===== config.mk =====
export PLATFORM = sky130hd
export DESIGN_NAME = ilcc_top
export DESIGN_NICKNAME = d
export VERILOG_FILES = /design/src/ilcc_pkg.sv /design/src/ilcc_top.sv
export SDC_FILE = /design/constraint.sdc
export NUM_CORES = 1
export LEC_CHECK = 0
export BUFFER_PORTS_ARGS = -buffer_cell sky130_fd_sc_hd__clkbuf_2
export CAP_MARGIN = 15
export CORE_MARGIN = 2
export CORE_UTILIZATION = 65
export DETAILED_ROUTE_END_ITERATION = 8
export GPL_TIMING_DRIVEN = 0
export PLACE_DENSITY = 0.93
export SLEW_MARGIN = 30
export SYNTH_ARGS = -nofsm -noshare
export SYNTH_HDL_FRONTEND = slang
export SYNTH_SLANG_ARGS = --single-unit

===== constraint.sdc =====
create_clock -name clk -period 4.18 [get_ports clk]
set_clock_uncertainty 0.2 [all_clocks]
set_input_delay 0.836 -clock clk [delete_from_list [all_inputs] [get_ports clk]]
set_output_delay 0.836 -clock clk [all_outputs]
set_load 0.01 [all_outputs]

===== src/ilcc_pkg.sv =====
// Purpose: constants for the inband loopback code control block
// Assumes: 8-bit expanded register space, four channels
// Notes: offsets are expanded addresses
package ilcc_pkg;
   localparam logic [7:0] ADDR_LOOP_CONFIG = 8'h08;
   localparam logic [7:0] ADDR_ACTIVATE_PATTERN = 8'h09;
   localparam logic [7:0] ADDR_DEACTIVATE_PATTERN = 8'h0A;
   localparam logic [7:0] ADDR_RX_LOOP_STATUS = 8'h0B;
   localparam logic [7:0] ADDR_LOOP_IRQ_MASK = 8'h0C;
   localparam logic [7:0] ADDR_LOOP_IRQ_STATUS = 8'h0D;
   localparam logic [7:0] ADDR_GENERATOR_SELECT = 8'h0E;
   localparam logic [7:0] ADDR_GENERATOR_ENABLE = 8'h0F;
   localparam int CFG_DETECTOR_ENABLE_BIT = 5;
   localparam int CFG_AUTO_LOOP_ENABLE_BIT = 4;
   localparam int CFG_ACTIVATE_LENGTH_LSB = 2;
   localparam int CFG_DEACTIVATE_LENGTH_LSB = 0;
   localparam logic [5:0] CFG_WRITE_MASK = 6'h3F;
   localparam logic [7:0] RESET_VALUE = 8'h00;
   localparam int NUM_CHANNELS = 4;
   localparam int LENGTH_BASE = 5;
   // qualification time in microseconds and derived cycle count at 10 MHz
   localparam int QUALIFY_TIME_US = 5000;
   localparam int CLK_MHZ = 10;
   localparam int QUALIFY_CYCLES = QUALIFY_TIME_US * CLK_MHZ;
endpackage


===== src/ilcc_top.sv =====
// Purpose: inband loopback code detection, status, masked events and generator control
// Assumes: one system clock, synchronous 8-bit register port, one bit per line clock strobe
// Notes: interrupt status bits are cleared by a read of the receive status register
//
// Function
// deactivate pattern is eight bits; length setting picks 8, 7, 6 or 5 top bits
// software replicates top bits of short patterns into unused low bits
// per-channel read-only status: 1 after activate detected, 0 after deactivate
// per-channel mask bit, reset to 0, must be 1 for an interrupt
// status change sets interrupt bit only when mask and detector enable are 1
// reading receive status clears interrupt status bits
// per-transmitter select: 0 activate generator, 1 deactivate generator
// per-transmitter enable turns the pattern generator on when 1
// software keeps upper four bits of per-channel registers at 0
// global detector enable turns pattern detection on when 1
// activate length field 00..11 selects 5..8 top bits of activate pattern
// auto loop enable lets detected patterns set or clear channel loopback
// detection needs a continuous match for the qualification interval
`timescale 1ns/1ps
module ilcc_top #(
   parameter int QUALIFY_CYCLES = ilcc_pkg::QUALIFY_CYCLES
) (
   // clock and reset
   input wire logic clk,
   input wire logic srst,
   // register port
   input wire logic [7:0] reg_addr,
   input wire logic reg_wr,
   input wire logic reg_rd,
   input wire logic [7:0] reg_wdata,
   output logic [7:0] reg_rdata,
   // receive line, one strobe per recovered bit
   input wire logic [3:0] rx_bit,
   input wire logic [3:0] rx_bit_valid,
   // transmit line, one strobe per transmitted bit
   input wire logic [3:0] tx_bit_req,
   output logic [3:0] tx_pattern_bit,
   output logic [3:0] tx_pattern_on,
   // loopback state per channel
   output logic [3:0] remote_loop
);
   localparam int CW = $clog2(QUALIFY_CYCLES + 1);

   logic [5:0] config_ff, nxt_config;
   logic [7:0] act_pat_ff, nxt_act_pat;
   logic [7:0] deact_pat_ff, nxt_deact_pat;
   logic [3:0] rx_loop_status_ff, nxt_rx_loop_status;
   logic [3:0] loop_irq_mask_ff, nxt_loop_irq_mask;
   logic [3:0] loop_irq_status_ff, nxt_loop_irq_status;
   logic [3:0] generator_select_ff, nxt_generator_select;
   logic [3:0] generator_enable_ff, nxt_generator_enable;
   logic [7:0] rdata_ff, nxt_rdata;
   logic [3:0] remote_loop_ff, nxt_remote_loop;
   logic [3:0] act_hit, deact_hit;

   wire detector_enable = config_ff[ilcc_pkg::CFG_DETECTOR_ENABLE_BIT];
   wire auto_loop_enable = config_ff[ilcc_pkg::CFG_AUTO_LOOP_ENABLE_BIT];
   wire [1:0] activate_length = config_ff[ilcc_pkg::CFG_ACTIVATE_LENGTH_LSB +: 2];
   wire [1:0] deactivate_length = config_ff[ilcc_pkg::CFG_DEACTIVATE_LENGTH_LSB +: 2];
   // pattern period: length code 0..3 maps to 5..8 bits
   wire [3:0] act_len = 4'(ilcc_pkg::LENGTH_BASE) + {2'h0, activate_length};
   wire [3:0] deact_len = 4'(ilcc_pkg::LENGTH_BASE) + {2'h0, deactivate_length};

   // expected bit at phase p of a pattern of length n, taken from the top bits
   function automatic logic pat_bit(input logic [7:0] pat, input logic [2:0] p);
      pat_bit = pat[3'h7 - p];
   endfunction

   // per-channel detector and generator
   generate
      for (genvar ch = 0; ch < ilcc_pkg::NUM_CHANNELS; ch++) begin : g_ch
         logic [2:0] ap_ff, nxt_ap, dp_ff, nxt_dp, gp_ff, nxt_gp;
         logic [CW-1:0] ac_ff, nxt_ac, dc_ff, nxt_dc;
         logic gbit_ff, nxt_gbit;
         logic gon_ff, nxt_gon;
         // correlation against a running phase: a mismatch restarts the count and
         // holds the phase for one bit, so any rotation of the code lines up after slips
         always_comb begin
            nxt_ap = ap_ff;
            nxt_dp = dp_ff;
            nxt_ac = ac_ff;
            nxt_dc = dc_ff;
            if (!detector_enable) begin
               nxt_ac = '0;
               nxt_dc = '0;
            end else if (rx_bit_valid[ch]) begin
               if (rx_bit[ch] == pat_bit(act_pat_ff, ap_ff)) begin
                  if (ac_ff != CW'(QUALIFY_CYCLES)) nxt_ac = ac_ff + CW'(1);
                  nxt_ap = ({1'b0, ap_ff} + 4'h1 >= act_len) ? 3'h0 : ap_ff + 3'h1;
               end else begin
                  nxt_ac = '0;
               end
               if (rx_bit[ch] == pat_bit(deact_pat_ff, dp_ff)) begin
                  if (dc_ff != CW'(QUALIFY_CYCLES)) nxt_dc = dc_ff + CW'(1);
                  nxt_dp = ({1'b0, dp_ff} + 4'h1 >= deact_len) ? 3'h0 : dp_ff + 3'h1;
               end else begin
                  nxt_dc = '0;
               end
            end
         end
         // generator: bit presented when the transmitter asks for the next one
         always_comb begin
            nxt_gp = gp_ff;
            nxt_gbit = gbit_ff;
            nxt_gon = generator_enable_ff[ch];
            if (!generator_enable_ff[ch]) begin
               nxt_gp = 3'h0;
               nxt_gbit = 1'b0;
            end else if (tx_bit_req[ch]) begin
               if (generator_select_ff[ch]) begin
                  nxt_gbit = pat_bit(deact_pat_ff, gp_ff);
                  nxt_gp = ({1'b0, gp_ff} + 4'h1 >= deact_len) ? 3'h0 : gp_ff + 3'h1;
               end else begin
                  nxt_gbit = pat_bit(act_pat_ff, gp_ff);
                  nxt_gp = ({1'b0, gp_ff} + 4'h1 >= act_len) ? 3'h0 : gp_ff + 3'h1;
               end
            end
         end
         always_ff @(posedge clk) begin
            if (srst) begin
               ap_ff <= 3'h0;
               dp_ff <= 3'h0;
               gp_ff <= 3'h0;
               ac_ff <= '0;
               dc_ff <= '0;
               gbit_ff <= 1'b0;
               gon_ff <= 1'b0;
            end else begin
               ap_ff <= nxt_ap;
               dp_ff <= nxt_dp;
               gp_ff <= nxt_gp;
               ac_ff <= nxt_ac;
               dc_ff <= nxt_dc;
               gbit_ff <= nxt_gbit;
               gon_ff <= nxt_gon;
            end
         end
         assign act_hit[ch] = (ac_ff == CW'(QUALIFY_CYCLES));
         assign deact_hit[ch] = (dc_ff == CW'(QUALIFY_CYCLES));
         assign tx_pattern_bit[ch] = gbit_ff;
         assign tx_pattern_on[ch] = gon_ff;
      end
   endgenerate

   // register file, status and events
   always_comb begin
      nxt_config = config_ff;
      nxt_act_pat = act_pat_ff;
      nxt_deact_pat = deact_pat_ff;
      nxt_loop_irq_mask = loop_irq_mask_ff;
      nxt_generator_select = generator_select_ff;
      nxt_generator_enable = generator_enable_ff;
      nxt_rx_loop_status = rx_loop_status_ff;
      nxt_loop_irq_status = loop_irq_status_ff;
      nxt_remote_loop = remote_loop_ff;
      nxt_rdata = rdata_ff;
      // upper bits are reserved and dropped on write, so they read back 0
      if (reg_wr) begin
         case (reg_addr)
            ilcc_pkg::ADDR_LOOP_CONFIG: nxt_config = reg_wdata[5:0] & ilcc_pkg::CFG_WRITE_MASK;
            ilcc_pkg::ADDR_ACTIVATE_PATTERN: nxt_act_pat = reg_wdata;
            ilcc_pkg::ADDR_DEACTIVATE_PATTERN: nxt_deact_pat = reg_wdata;
            ilcc_pkg::ADDR_LOOP_IRQ_MASK: nxt_loop_irq_mask = reg_wdata[3:0];
            ilcc_pkg::ADDR_GENERATOR_SELECT: nxt_generator_select = reg_wdata[3:0];
            ilcc_pkg::ADDR_GENERATOR_ENABLE: nxt_generator_enable = reg_wdata[3:0];
            default: ;
         endcase
      end
      if (reg_rd) begin
         case (reg_addr)
            ilcc_pkg::ADDR_LOOP_CONFIG: nxt_rdata = {2'h0, config_ff};
            ilcc_pkg::ADDR_ACTIVATE_PATTERN: nxt_rdata = act_pat_ff;
            ilcc_pkg::ADDR_DEACTIVATE_PATTERN: nxt_rdata = deact_pat_ff;
            ilcc_pkg::ADDR_RX_LOOP_STATUS: nxt_rdata = {4'h0, rx_loop_status_ff};
            ilcc_pkg::ADDR_LOOP_IRQ_MASK: nxt_rdata = {4'h0, loop_irq_mask_ff};
            ilcc_pkg::ADDR_LOOP_IRQ_STATUS: nxt_rdata = {4'h0, loop_irq_status_ff};
            ilcc_pkg::ADDR_GENERATOR_SELECT: nxt_rdata = {4'h0, generator_select_ff};
            ilcc_pkg::ADDR_GENERATOR_ENABLE: nxt_rdata = {4'h0, generator_enable_ff};
            default: nxt_rdata = 8'h00;
         endcase
      end
      if (reg_rd && reg_addr == ilcc_pkg::ADDR_RX_LOOP_STATUS)
         nxt_loop_irq_status = 4'h0;
      for (int i = 0; i < ilcc_pkg::NUM_CHANNELS; i++) begin
         // activate wins if both qualify at once, which only a degenerate setup allows
         if (act_hit[i]) nxt_rx_loop_status[i] = 1'b1;
         else if (deact_hit[i]) nxt_rx_loop_status[i] = 1'b0;
         // set after the read-clear so a change in the read cycle is kept
         if (nxt_rx_loop_status[i] != rx_loop_status_ff[i] && loop_irq_mask_ff[i]
             && detector_enable)
            nxt_loop_irq_status[i] = 1'b1;
         if (auto_loop_enable && nxt_rx_loop_status[i] != rx_loop_status_ff[i])
            nxt_remote_loop[i] = nxt_rx_loop_status[i];
         if (!auto_loop_enable)
            nxt_remote_loop[i] = 1'b0;
      end
   end

   always_ff @(posedge clk) begin
      if (srst) begin
         config_ff <= 6'h00;
         act_pat_ff <= ilcc_pkg::RESET_VALUE;
         deact_pat_ff <= ilcc_pkg::RESET_VALUE;
         rx_loop_status_ff <= 4'h0;
         loop_irq_mask_ff <= 4'h0;
         loop_irq_status_ff <= 4'h0;
         generator_select_ff <= 4'h0;
         generator_enable_ff <= 4'h0;
         rdata_ff <= 8'h00;
         remote_loop_ff <= 4'h0;
      end else begin
         config_ff <= nxt_config;
         act_pat_ff <= nxt_act_pat;
         deact_pat_ff <= nxt_deact_pat;
         rx_loop_status_ff <= nxt_rx_loop_status;
         loop_irq_mask_ff <= nxt_loop_irq_mask;
         loop_irq_status_ff <= nxt_loop_irq_status;
         generator_select_ff <= nxt_generator_select;
         generator_enable_ff <= nxt_generator_enable;
         rdata_ff <= nxt_rdata;
         remote_loop_ff <= nxt_remote_loop;
      end
   end

   assign reg_rdata = rdata_ff;
   assign remote_loop = remote_loop_ff;
endmodule


==> qor.txt <==
number of synthesis warnings - 0
first-pass GRT wire length - 58200 um
chip width - 148 um
CTS clock-pin slew for the worst setup and hold paths - 0.06 ns
sink count of the clock tree - 226
DRC - 0
RSZ-0062 raised after global routing - false
Pre-antenna DRT Iters - 7
Mapped Nets - 1678
Area Overhead vs Synth - 10.6%
Leak - 0.00568 uW
hold-fix buffers at CTS - 0
Core ar. - 20300 um^2
Startpoint Class - flip-flop
Reg area - 4520 um^2
Peak VDD IR - 0.000285 V
Req. time, crit path - 4.38 ns
EDFF count, synth - 0
sequential area share after synthesis - 0.335
worst hold slack - 0.257 ns
critical path peak fanout - 10
CTS H-tree lvls - 1
later-pin clock latency in the skew report - 0.54 ns
post_cts resized - 0
Final HPWL DP - 24800 um
GRT Util Overall - 0.323
grt ovf - 0
critical path arrival - 3.22 ns
PwrDens - 313 nW/um^2
die area - 21900 um^2
post-CTS setup repair buffer count - 0
port bufs - 46
MaxCap Viol Count - 0
synthesis-stage register bit count - 226
worst setup path category - flip-flop to flip-flop
RePlAce Congestion - 0.986
asr flop ratio synth - 0
FILL cells - 1370
final hold viol count - 0
Vias/cell - 6.48
HP Class - flip-flop to flip-flop
Cell Area, Synth - 13500 um^2
initial antenna violation count - 1
DR WL/cell - 18.8 um
ANT nets after route - 0
Placed Cells incl. Taps - 1868
Fin Setup TNS - 0 ns
share of cells above drive strength 1 - 0.0932
Root Buffer - clkbuf_16
die span in y - 148 um
clock buffer depth - 3
CP Capture Type - flip-flop
CTS tree - done
total power - 4670 uW
Final min period - 3.02 ns
predominant post-synthesis flop cell - dfxtp_1
final cell count without fillers - 1912
Initial Utilization - 0.665
largest net degree at the start of global routing - 14
IO Pins - 52
Post-Syn Instances - 1552
achievable clock frequency - 331 MHz
Final nets - 1750
via count - 12389
Synth cell types - 70
Iter 0 DRT Violations - 1169
Multi-input gate area - 8450 um^2
worst rel slew slack - 0.458
TritonCTS buffer count - 24
# rows - 52
drt total wl - 36000 um
final worst path period share - 0.723
status - finished clean
Max Slew Vio Count - 0
Least-Margin Pin Slew - 0.814 ns
endpoints failing setup - 0
vias in the first global route - 12131
synthesized area per cell - 8.70 um^2
==> synthesized netlist by cell type, types with 6 or more instances <==
library cell / number / share of area
a211o_1: 9 / 0.0058
a211oi_1: 10 / 0.0056
a21o_1: 33 / 0.018
a21oi_1: 71 / 0.026
and2_1: 7 / 0.0032
and3_1: 52 / 0.024
and4_1: 13 / 0.0084
buf_4: 8 / 0.0044
clkbuf_1: 50 / 0.014
dfxtp_1: 226 / 0.34
ha_1: 94 / 0.087
inv_1: 56 / 0.016
mux2i_1: 55 / 0.041
mux4_2: 31 / 0.052
nand2_1: 134 / 0.037
nand2b_1: 31 / 0.014
nand3_1: 94 / 0.035
nand3b_1: 15 / 0.0083
nand4_1: 36 / 0.017
nand4b_1: 8 / 0.0052
nor2_1: 196 / 0.055
nor2b_1: 8 / 0.0037
nor3_1: 30 / 0.011
nor3b_1: 7 / 0.0039
nor4_1: 13 / 0.0060
nor4bb_1: 12 / 0.0089
o211ai_1: 14 / 0.0078
o21ai_0: 38 / 0.014
o31ai_1: 7 / 0.0039
or2_2: 6 / 0.0028
or3_1: 7 / 0.0032
or4_1: 6 / 0.0033
xnor2_1: 50 / 0.032
xor2_1: 54 / 0.035
==> critical path, cell delays in order (launching register included) <==
cell and delay [ns]:
dfxtp_1 0.33, clkbuf_1 0.29, mux4_2 0.54, mux2i_1 0.30, xnor2_1 0.17, clkbuf_1 0.39
nand2_1 0.09, nand2_1 0.10, clkbuf_1 0.36, nor2_1 0.10
==> worst paths after layout <==
path / from / endpoint / slack (ns) / depth (start not counted)
worst min-delay path: loop_irq_status_ff[3] / loop_irq_status_ff[3] / 0.26 / 2
worst min register to register: loop_irq_status_ff[3] / loop_irq_status_ff[3] / 0.26 / 2
worst max register to register: g_ch[2].dp_ff[2] / g_ch[2].dc_ff[3] / 1.16 / 9
worst max-delay path: g_ch[2].dp_ff[2] / g_ch[2].dc_ff[3] / 1.16 / 9
==> cells in the final DEF, fill, tap and decap left out, types with 38 or more instances in the layout <==
master / instances
a21oi_1: 71
and3_1: 52
clkbuf_1: 56
clkbuf_2: 51
dfxtp_1: 226
ha_1: 94
inv_1: 56
mux2i_1: 55
nand2_1: 134
nand3_1: 94
nor2_1: 196
o21ai_0: 38
xnor2_1: 50
xor2_1: 54
==> flip-flops by register name, indices dropped and copies added (netlist names), 8 cells and up <==
signal,cells
act_pat_ff,8
g_ch.ac_ff,64
deact_pat_ff,8
g_ch.dc_ff,64
g_ch.gp_ff,12
g_ch.dp_ff,12
reg_rdata,8
g_ch.ap_ff,12
==> area by class of cell <==
class	count	area share
well taps	270	0.0226
plain buffers	71	0.0212
clock buffers	34	0.0454
multi-input cells	1199	0.566
repair buffers	46	0.0154
clock inverters	9	0.0125
diodes	1	0.000168
flip-flops and latches	226	0.303
inverters	56	0.0141
==> report_power, final <==
part | internal [uW] | switching, uW | total (uW) | leakage [uW]
Sequential | 2160 | 3.26 | 2160 | 0.00182
Clock | 1440 | 907 | 2350 | 0.000413
Combinational | 50.0 | 111 | 161 | 0.00345
Total | 3650 | 1020 | 4670 | 0.00568
==> cells by family after synthesis <==
group	Yosys count	synth area share
compound gates	213	0.102
xor+xnor	105	0.0687
flops	226	0.335
buf+inv	127	0.0390
mux	94	0.105
simple gates	693	0.263
fa+ha+maj	94	0.0871
==> metal layers <==
| metal | vias up | track usage | part of all wire |
|---|---|---|---|
| li1 | 5718 | - | - |
| met1 | 5780 | 0.394 | 0.38 |
| met2 | 704 | 0.530 | 0.47 |
| met3 | 187 | 0.0595 | 0.096 |
| met4 | 0 | 0.199 | 0.058 |
| met5 | - | 0 | 0 |
==> stage by stage <==
stage | util | worst slack (ns) | cell area, um^2
after floorplan | - | 1.56 | 13500
after global placement | 0.693 | 1.21 | 14100
after detailed placement | 0.693 | 1.14 | 14100
after CTS | 0.736 | 1.21 | 14900
after global routing | 0.736 | 0.987 | 14900
final | 0.736 | 1.16 | 14900
No activity file was read; power rests on OpenSTA's default activity.
